$ cat src/blx_regs.svh
// Purpose: Offsets, field positions, opcode patterns and reset values of the bit/logic unit.
// Assumes: APB with 32-bit data; every register is one aligned word.
// Notes: Definitions only; included by the core.
`ifndef BLX_REGS_SVH
`define BLX_REGS_SVH

// Register byte addresses.
`define BLX_OFF_INSTR 8'h00
`define BLX_OFF_STATUS 8'h04
`define BLX_OFF_ACC 8'h08
`define BLX_OFF_PC 8'h0c
`define BLX_OFF_UPLATCH 8'h10
`define BLX_OFF_STACK_TOP 8'h14
`define BLX_OFF_FILE_ADDR 8'h18
`define BLX_OFF_FILE_DATA 8'h1c
`define BLX_OFF_WATCHDOG 8'h20

// Status register field positions.
`define BLX_ST_ZERO 0
`define BLX_ST_POWER_DOWN_N 1
`define BLX_ST_EXPIRY_N 2
`define BLX_ST_BUSY 3
`define BLX_ST_NOP_CYCLE 4

// Opcode patterns.
`define BLX_PAT_AND 6'h05
`define BLX_PAT_BIT 2'h1
`define BLX_BIT_CLEAR 2'h0
`define BLX_BIT_SET 2'h1
`define BLX_BIT_TSC 2'h2
`define BLX_BIT_TSS 2'h3
`define BLX_PAT_CALL 3'h4
`define BLX_PAT_ZFILE 7'h03
`define BLX_PAT_ZACC 7'h02
`define BLX_PAT_KICK 14'h0064

// Reset values.
`define BLX_RST_ACC 8'h00
`define BLX_RST_PC 13'h0000
`define BLX_RST_UPLATCH 5'h00
`define BLX_RST_FLAG_N 1'b1

// Timing: oscillator phases per instruction cycle and return stack depth.
`define BLX_PHASES 4
`define BLX_STACK_DEPTH 8

`endif

$ cat src/blx_pkg.sv
// Purpose: Types shared by the bit/logic execution unit and its bench.
// Assumes: Constants live in blx_regs.svh.
// Notes: Nothing here is imported; use blx_pkg::name.
package blx_pkg;

  // Instruction class after decode.
  typedef enum logic [3:0] {
    OP_OTHER = 4'h0,
    OP_AND = 4'h1,
    OP_BIT_CLEAR = 4'h2,
    OP_BIT_SET = 4'h3,
    OP_TEST_CLEAR = 4'h4,
    OP_TEST_SET = 4'h5,
    OP_CALL = 4'h6,
    OP_ZERO_FILE = 4'h7,
    OP_ZERO_ACC = 4'h8,
    OP_KICK = 4'h9
  } blx_op_e;

  // Oscillator phase within one instruction cycle.
  typedef enum logic [1:0] {
    PH_DECODE = 2'b00,
    PH_READ = 2'b01,
    PH_PROCESS = 2'b10,
    PH_WRITE = 2'b11
  } blx_phase_e;

  // APB request from the master.
  typedef struct packed {
    logic psel;
    logic penable;
    logic pwrite;
    logic [7:0] paddr;
    logic [31:0] pwdata;
  } blx_apb_req_s;

  // APB answer to the master.
  typedef struct packed {
    logic pready;
    logic pslverr;
    logic [31:0] prdata;
  } blx_apb_rsp_s;

  // Whole state of the core except the file memory.
  typedef struct packed {
    blx_phase_e phase;
    logic busy;
    logic extra;
    logic in_nop;
    logic skip;
    logic [13:0] ir;
    logic [7:0] operand;
    logic [7:0] result;
    logic [7:0] acc;
    logic zero;
    logic expiry_n;
    logic power_down_n;
    logic [12:0] pc;
    logic [4:0] uplatch;
    logic [7:0][12:0] stack;
    logic [2:0] sp;
    logic [6:0] faddr;
    logic [7:0] watchdog;
    logic [7:0] prescaler;
    blx_apb_rsp_s rsp;
  } blx_state_s;

endpackage

$ cat src/blx_core.sv
// Purpose: Executes AND, bit clear/set, bit test with skip, call, clears and watchdog kick.
// Assumes: Software writes one instruction word at a time over APB; pclk is 40 MHz.
// Notes: One instruction cycle is four pclk phases; the file memory sits in this module.
`timescale 1ns/1ps
`include "blx_regs.svh"

module blx_core (
  // Clock, reset and freeze.
  input wire logic pclk,
  input wire logic presetn,
  input wire logic clk_en,
  // APB slave.
  input wire blx_pkg::blx_apb_req_s apb_req,
  output blx_pkg::blx_apb_rsp_s apb_rsp,
  // Execution status.
  output logic exec_busy
);

  // Sorts an instruction word into its class; used in several phases.
  function automatic blx_pkg::blx_op_e blx_decode(input logic [13:0] w);
    blx_pkg::blx_op_e op;
    op = blx_pkg::OP_OTHER;
    if (w[13:8] == `BLX_PAT_AND) begin
      op = blx_pkg::OP_AND;
    end else if (w[13:12] == `BLX_PAT_BIT) begin
      unique case (w[11:10])
        `BLX_BIT_CLEAR: op = blx_pkg::OP_BIT_CLEAR;
        `BLX_BIT_SET: op = blx_pkg::OP_BIT_SET;
        `BLX_BIT_TSC: op = blx_pkg::OP_TEST_CLEAR;
        `BLX_BIT_TSS: op = blx_pkg::OP_TEST_SET;
      endcase
    end else if (w[13:11] == `BLX_PAT_CALL) begin
      op = blx_pkg::OP_CALL;
    end else if (w[13:7] == `BLX_PAT_ZFILE) begin
      op = blx_pkg::OP_ZERO_FILE;
    // Low seven bits are don't care.
    end else if (w[13:7] == `BLX_PAT_ZACC) begin
      op = blx_pkg::OP_ZERO_ACC;
    end else if (w == `BLX_PAT_KICK) begin
      op = blx_pkg::OP_KICK;
    end
    return op;
  endfunction

  // Mask selecting one bit of a file register.
  function automatic logic [7:0] blx_bit_mask(input logic [2:0] b);
    return 8'h01 << b;
  endfunction

  blx_pkg::blx_state_s s_q;
  blx_pkg::blx_state_s s_d;
  logic [7:0] file_q [128];
  logic file_we;
  logic [6:0] file_waddr;
  logic [7:0] file_wdata;
  logic [7:0] exec_rdata;
  logic [7:0] apb_rdata;
  blx_pkg::blx_op_e op;
  logic [2:0] bsel;
  logic access;
  logic done;
  logic refused;
  logic [7:0] st_word;
  logic [2:0] sp_top;

  // Seven-bit file address and three-bit bit select.
  assign exec_rdata = file_q[s_q.ir[6:0]];
  assign bsel = s_q.ir[9:7];
  assign apb_rdata = file_q[s_q.faddr];
  assign op = blx_decode(s_q.ir);
  assign access = apb_req.psel & apb_req.penable;
  assign done = access & s_q.rsp.pready;
  assign sp_top = s_q.sp - 3'h1;

  // Status word as software sees it.
  always_comb begin
    st_word = 8'h00;
    st_word[`BLX_ST_ZERO] = s_q.zero;
    st_word[`BLX_ST_POWER_DOWN_N] = s_q.power_down_n;
    st_word[`BLX_ST_EXPIRY_N] = s_q.expiry_n;
    st_word[`BLX_ST_BUSY] = s_q.busy;
    st_word[`BLX_ST_NOP_CYCLE] = s_q.in_nop;
  end

  // Writes that would race the running instruction are refused while it is busy.
  always_comb begin
    refused = 1'b0;
    if (apb_req.pwrite && s_q.busy) begin
      unique case (apb_req.paddr)
        `BLX_OFF_INSTR, `BLX_OFF_ACC, `BLX_OFF_PC, `BLX_OFF_UPLATCH, `BLX_OFF_FILE_DATA: begin
          refused = 1'b1;
        end
        default: refused = 1'b0;
      endcase
    end
  end

  // Next state: APB slave, instruction phases and watchdog.
  always_comb begin
    s_d = s_q;
    file_we = 1'b0;
    file_waddr = s_q.ir[6:0];
    file_wdata = s_q.result;

    // Watchdog runs from pclk through its prescaler; wrap of both clears expiry_n.
    s_d.prescaler = s_q.prescaler + 8'h01;
    if (s_q.prescaler == 8'hff) begin
      s_d.watchdog = s_q.watchdog + 8'h01;
      if (s_q.watchdog == 8'hff) begin
        s_d.expiry_n = 1'b0;
      end
    end

    // APB: ready one cycle into the access phase, read data and error captured with it.
    s_d.rsp.pready = access & ~s_q.rsp.pready;
    if (access && !s_q.rsp.pready) begin
      s_d.rsp.pslverr = refused;
      s_d.rsp.prdata = 32'h0000_0000;
      unique case (apb_req.paddr)
        `BLX_OFF_INSTR: s_d.rsp.prdata = {18'h00000, s_q.ir};
        `BLX_OFF_STATUS: s_d.rsp.prdata = {24'h000000, st_word};
        `BLX_OFF_ACC: s_d.rsp.prdata = {24'h000000, s_q.acc};
        `BLX_OFF_PC: s_d.rsp.prdata = {19'h00000, s_q.pc};
        `BLX_OFF_UPLATCH: s_d.rsp.prdata = {27'h0000000, s_q.uplatch};
        `BLX_OFF_STACK_TOP: s_d.rsp.prdata = {16'h0000, s_q.sp, s_q.stack[sp_top]};
        `BLX_OFF_FILE_ADDR: s_d.rsp.prdata = {25'h0000000, s_q.faddr};
        `BLX_OFF_FILE_DATA: s_d.rsp.prdata = {24'h000000, apb_rdata};
        `BLX_OFF_WATCHDOG: s_d.rsp.prdata = {16'h0000, s_q.prescaler, s_q.watchdog};
        default: s_d.rsp.pslverr = 1'b1;
      endcase
    end else if (!access) begin
      s_d.rsp.pslverr = 1'b0;
    end

    // Writes take effect only at the completing edge and only if not refused.
    if (done && apb_req.pwrite && !s_q.rsp.pslverr) begin
      unique case (apb_req.paddr)
        `BLX_OFF_INSTR: begin
          s_d.ir = apb_req.pwdata[13:0];
          s_d.busy = 1'b1;
          s_d.phase = blx_pkg::PH_DECODE;
          s_d.extra = 1'b0;
          s_d.in_nop = 1'b0;
          s_d.skip = 1'b0;
        end
        `BLX_OFF_ACC: s_d.acc = apb_req.pwdata[7:0];
        `BLX_OFF_PC: s_d.pc = apb_req.pwdata[12:0];
        `BLX_OFF_UPLATCH: s_d.uplatch = apb_req.pwdata[4:0];
        `BLX_OFF_FILE_ADDR: s_d.faddr = apb_req.pwdata[6:0];
        `BLX_OFF_FILE_DATA: begin
          file_we = 1'b1;
          file_waddr = s_q.faddr;
          file_wdata = apb_req.pwdata[7:0];
        end
        default: s_d.rsp.pslverr = 1'b0;
      endcase
    end

    if (s_q.busy) begin
      s_d.phase = blx_pkg::blx_phase_e'(s_q.phase + 2'b01);
      if (!s_q.in_nop) begin
        unique case (s_q.phase)
          blx_pkg::PH_DECODE: s_d.operand = 8'h00;
          blx_pkg::PH_READ: begin
            s_d.operand = exec_rdata;
            if (op == blx_pkg::OP_CALL) begin
              s_d.stack[s_q.sp] = s_q.pc + 13'h0001;
              s_d.sp = s_q.sp + 3'h1;
            end
          end
          blx_pkg::PH_PROCESS: begin
            unique case (op)
              blx_pkg::OP_AND: s_d.result = s_q.acc & s_q.operand;
              blx_pkg::OP_BIT_CLEAR: s_d.result = s_q.operand & ~blx_bit_mask(bsel);
              blx_pkg::OP_BIT_SET: s_d.result = s_q.operand | blx_bit_mask(bsel);
              blx_pkg::OP_TEST_CLEAR: s_d.skip = ~s_q.operand[bsel];
              blx_pkg::OP_TEST_SET: s_d.skip = s_q.operand[bsel];
              default: s_d.result = 8'h00;
            endcase
          end
          blx_pkg::PH_WRITE: begin
            s_d.pc = s_q.pc + 13'h0001;
            s_d.extra = s_q.skip;
            unique case (op)
              blx_pkg::OP_AND: begin
                if (s_q.ir[7]) begin
                  file_we = 1'b1;
                end else begin
                  s_d.acc = s_q.result;
                end
                s_d.zero = (s_q.result == 8'h00);
              end
              blx_pkg::OP_BIT_CLEAR, blx_pkg::OP_BIT_SET: file_we = 1'b1;
              blx_pkg::OP_CALL: begin
                s_d.pc = {s_q.uplatch[4:3], s_q.ir[10:0]};
                s_d.extra = 1'b1;
              end
              blx_pkg::OP_ZERO_FILE: begin
                file_we = 1'b1;
                s_d.zero = 1'b1;
              end
              blx_pkg::OP_ZERO_ACC: begin
                s_d.acc = 8'h00;
                s_d.zero = 1'b1;
              end
              blx_pkg::OP_KICK: begin
                s_d.watchdog = 8'h00;
                s_d.prescaler = 8'h00;
                s_d.expiry_n = 1'b1;
                s_d.power_down_n = 1'b1;
              end
              default: s_d.extra = s_q.skip;
            endcase
            if (s_d.extra) begin
              s_d.in_nop = 1'b1;
            end else begin
              s_d.busy = 1'b0;
            end
          end
        endcase
      end else if (s_q.phase == blx_pkg::PH_WRITE) begin
        // End of the NOP cycle; a skip steps past the discarded word.
        s_d.busy = 1'b0;
        s_d.in_nop = 1'b0;
        s_d.extra = 1'b0;
        s_d.skip = 1'b0;
        if (s_q.skip) begin
          s_d.pc = s_q.pc + 13'h0001;
        end
      end
    end
  end

  // State register; clk_en low freezes everything, including the APB answer.
  always_ff @(posedge pclk or negedge presetn) begin
    if (!presetn) begin
      s_q <= '0;
      s_q.acc <= `BLX_RST_ACC;
      s_q.pc <= `BLX_RST_PC;
      s_q.uplatch <= `BLX_RST_UPLATCH;
      s_q.expiry_n <= `BLX_RST_FLAG_N;
      s_q.power_down_n <= `BLX_RST_FLAG_N;
    end else if (clk_en) begin
      s_q <= s_d;
    end
  end

  // File memory has no reset; software must initialise what it reads.
  always_ff @(posedge pclk) begin
    if (clk_en && file_we) begin
      file_q[file_waddr] <= file_wdata;
    end
  end

  assign apb_rsp = s_q.rsp;
  assign exec_busy = s_q.busy;

endmodule // blx_core

$ cat config.mk
export PLATFORM = sky130hd
export DESIGN_NAME = blx_core
export DESIGN_NICKNAME = d
export VERILOG_FILES = /design/src/blx_pkg.sv /design/src/blx_core.sv
export VERILOG_INCLUDE_DIRS = /design/src
export SDC_FILE = /design/constraint.sdc
export NUM_CORES = 2
export LEC_CHECK = 0
export BUFFER_PORTS_ARGS = -buffer_cell sky130_fd_sc_hd__clkbuf_2
export CAP_MARGIN = 10
export CORE_MARGIN = 8
export CORE_UTILIZATION = 55
export DETAILED_ROUTE_END_ITERATION = 7
export GPL_TIMING_DRIVEN = 1
export PLACE_DENSITY = 0.71
export SLEW_MARGIN = 10
export SYNTH_ARGS = -nofsm -noshare
export SYNTH_HDL_FRONTEND = slang
export SYNTH_SLANG_ARGS = --single-unit
$ cat constraint.sdc
create_clock -name pclk -period 5.9 [get_ports pclk]
set_input_delay 0.59 -clock pclk [delete_from_list [all_inputs] [get_ports pclk]]
set_output_delay 0.59 -clock pclk [all_outputs]
set_load 0.02 [all_outputs]
==> results.ini <==
[run_status]
outcome=finished, final reports clean

[floorplanning]
start_util=0.551
io_pins=81
rows=121
die_y_um=346
die_x_um=346
core_region_area_um2=108000
dieArea_um2=119000

[detailed_routing]
drt-vias-per-instance=7.11
wl_mm=178
via_count=37900
wl_per_cell_um=33.3
drt-pass1-iter-count=7
final_antenna_net_count=0
drcViolationCount=0
drtIter0Drc=5495

[power]
p_total_uw=17600
vdd_drop_max_mv=0.248
power_density_nw_per_um2=269
power.leakage_uw=0.0226

[synth]
synth-seq-cells=1235
ys_types=79
seq_area_frac_synth=0.603
synthCells=3826
syn_area_um2=59800
async_flop_share=0.171
synth_edf_count=1024
synth_area_per_cell_um2=15.6
yosysWarnings=0
synthFlopType=edfxtp_1

[clocking]
htreeDepth=4
cts_setup_buffers=0
clockRootBuffer=clkbuf_16
clk_pin_slew_ps=60
numCtsBuffers=132
cts_tree=done
cts_hold_buf=1
clk_latency_ps=760
clock_sinks=1235
cts_resized=0
cts-root-to-sink-buffers=3

[global_routing]
grt_pass1_vias=37200
track_usage=0.292
grt_first_pass_wirelength_mm=258
grt_max_degree=117
antenna_found_initial=3
overflow=0

[finish]
area_growth_pct=9.61
nFillCells=7990
final_nets=3872
register_area_um2=36100
layout-drive-gt1-share=0.243
multi_input_area_um2=22300
post-route-util=0.604

[worst_setup_path]
crit_required_ps=6250
crit_type=input port to register
cp_slowest_stage_delay_ps=760
crit_chain=clkbuf_2 > or4_1 > nor3b_2 > nand4_1 > a21oi_1 > and2_1 > nand2_1 > buf_4 > nor2_1
critPathMaxFanout=12
cp-start-kind=input port
cp_slowest_cell=nor2_1
cp-end-kind=register
arrival_ps=4850

[placement]
gp_congestion=0.943
place.detailed.hpwl_mm=115
numPortBuffers=46
pre_cts_slack_ps=788

[sta]
skew_ps=29.6
relSlewSlack=0.147
tns_ps=0
worstMarginPinSlew_ps=1280
setup_viol=0
fmax_mhz=222
final_max_slew_viol_count=0
hold_viol=0
rsz0062_at_grt=no
finalCriticalPeriod_ps=4500
period_share=0.762
layout_setup_ws_ps=1400

[worst_hold_path]
hold_class=input port to register

[flow_run]
cap_violations=0

## routing by layer
layer | track usage | wire length, um
met1 | 0.393 | 64700
met2 | 0.442 | 80100
met3 | 0.0864 | 23400
met4 | 0.130 | 9520
met5 | 0.00122 | 0
## critical path: cells and delay by family
kind	cells	cell delay, ps
AOI/OAI and AO/OA	1	440
buffers and inverters	2	570
and+or+nand+nor	6	3230
## layout make-up
type | instances | area share
Antenna cell | 1 | 0.0000382
Clock buffer | 157 | 0.0533
Clock inverter | 76 | 0.00871
Inverter | 22 | 0.00126
Multi-Input combinational cell | 2260 | 0.340
Sequential cell | 1235 | 0.550
Tap cell | 1414 | 0.0270
Timing Repair Buffer | 166 | 0.0196
## worst paths after layout
check,end,depth (start not counted),start,slack [ps]
max reg2reg,file_q[40][7],8,apb_rsp[33],1600
min reg2reg,s_q[148],2,s_q[148],470
max,file_q[40][7],9,apb_req[33],1400
min,s_q[222],2,apb_req[13],60
max in group asynchronous,s_q[51],3,presetn,4250
min in group asynchronous,s_q[69],2,presetn,460
## layout by cell type, fill, tap and decap left out, types with 18 or more instances in the layout
cell type | Yosys | final
mux2_2 | 98 | 98
mux2i_1 | 301 | 301
nand3_1 | 46 | 46
clkbuf_1 | 145 | 19
nand2_1 | 254 | 245
clkinv_2 | 0 | 22
inv_1 | 19 | 18
a221oi_1 | 46 | 46
clkbuf_16 | 0 | 135
o21ai_0 | 192 | 192
clkbuf_2 | 0 | 45
nor3_1 | 34 | 34
edfxtp_1 | 1024 | 1024
and3_1 | 20 | 20
a21oi_1 | 98 | 98
clkinv_1 | 3 | 32
mux4_2 | 453 | 453
a31oi_1 | 19 | 19
a22oi_1 | 70 | 70
dfrtp_1 | 210 | 200
nor2_1 | 261 | 259
nor2b_1 | 24 | 19
o22ai_1 | 57 | 57
buf_4 | 81 | 108
## stage by stage
step                area [um^2]  hold WS, ps  instances
floorplan                 59800          294       3841
global placement          61400          456       5096
detailed placement        61400          465       5096
CTS                       65500         39.8       5330
global route              65500         64.7       5330
finish                    65500         63.7       5331
## report_power, final
group / leakage [uW] / switching (uW) / internal, uW / total [uW]
sequential: 0.0126 / 64.2 / 9360 / 9420
combinational: 0.00792 / 201 / 95.4 / 296
clock: 0.00199 / 3450 / 4450 / 7900
total: 0.0226 / 3710 / 13900 / 17600
## sequential cells by signal (all words and copies together) (netlist names)
name	cells
apb_rsp	18
file_q	1024
bsel	3
s_q	189
exec_busy	1
## Yosys cell counts (all sizes together) (14+ instances only)
cell,instances,area [um^2]
edfxtp,1024,30700
a221oi,46,403
nor2,262,986
nand2,254,953
nor2b,24,150
a211oi,15,113
and2,15,93.8
nor4,15,125
o21ai,195,976
nand3,48,250
a31oi,19,119
and3,20,125
o211ai,14,105
nand2b,14,87.6
nor3,34,170
buf,179,1050
o221ai,14,123
o22ai,57,357
a21oi,98,490
xor2,14,123
mux2,98,1100
dfrtp,210,5260
mux2i,301,3010
mux4,453,10200
inv,19,71.3
clkbuf,145,544
a22oi,70,526
## cell families after synthesis
family | Yosys count | share of synthesized area
flip-flops | 1235 | 0.603
multiplexers | 852 | 0.240
AND/OR/NAND/NOR | 722 | 0.0540
AO/OA/AOI/OAI | 637 | 0.0701
buffers and inverters | 346 | 0.0280
XOR/XNOR | 24 | 0.00352
adder cells (fa/ha/maj) | 9 | 0.00188
other | 1 | 0.0000627
No activity file was read; power rests on OpenSTA's default activity.
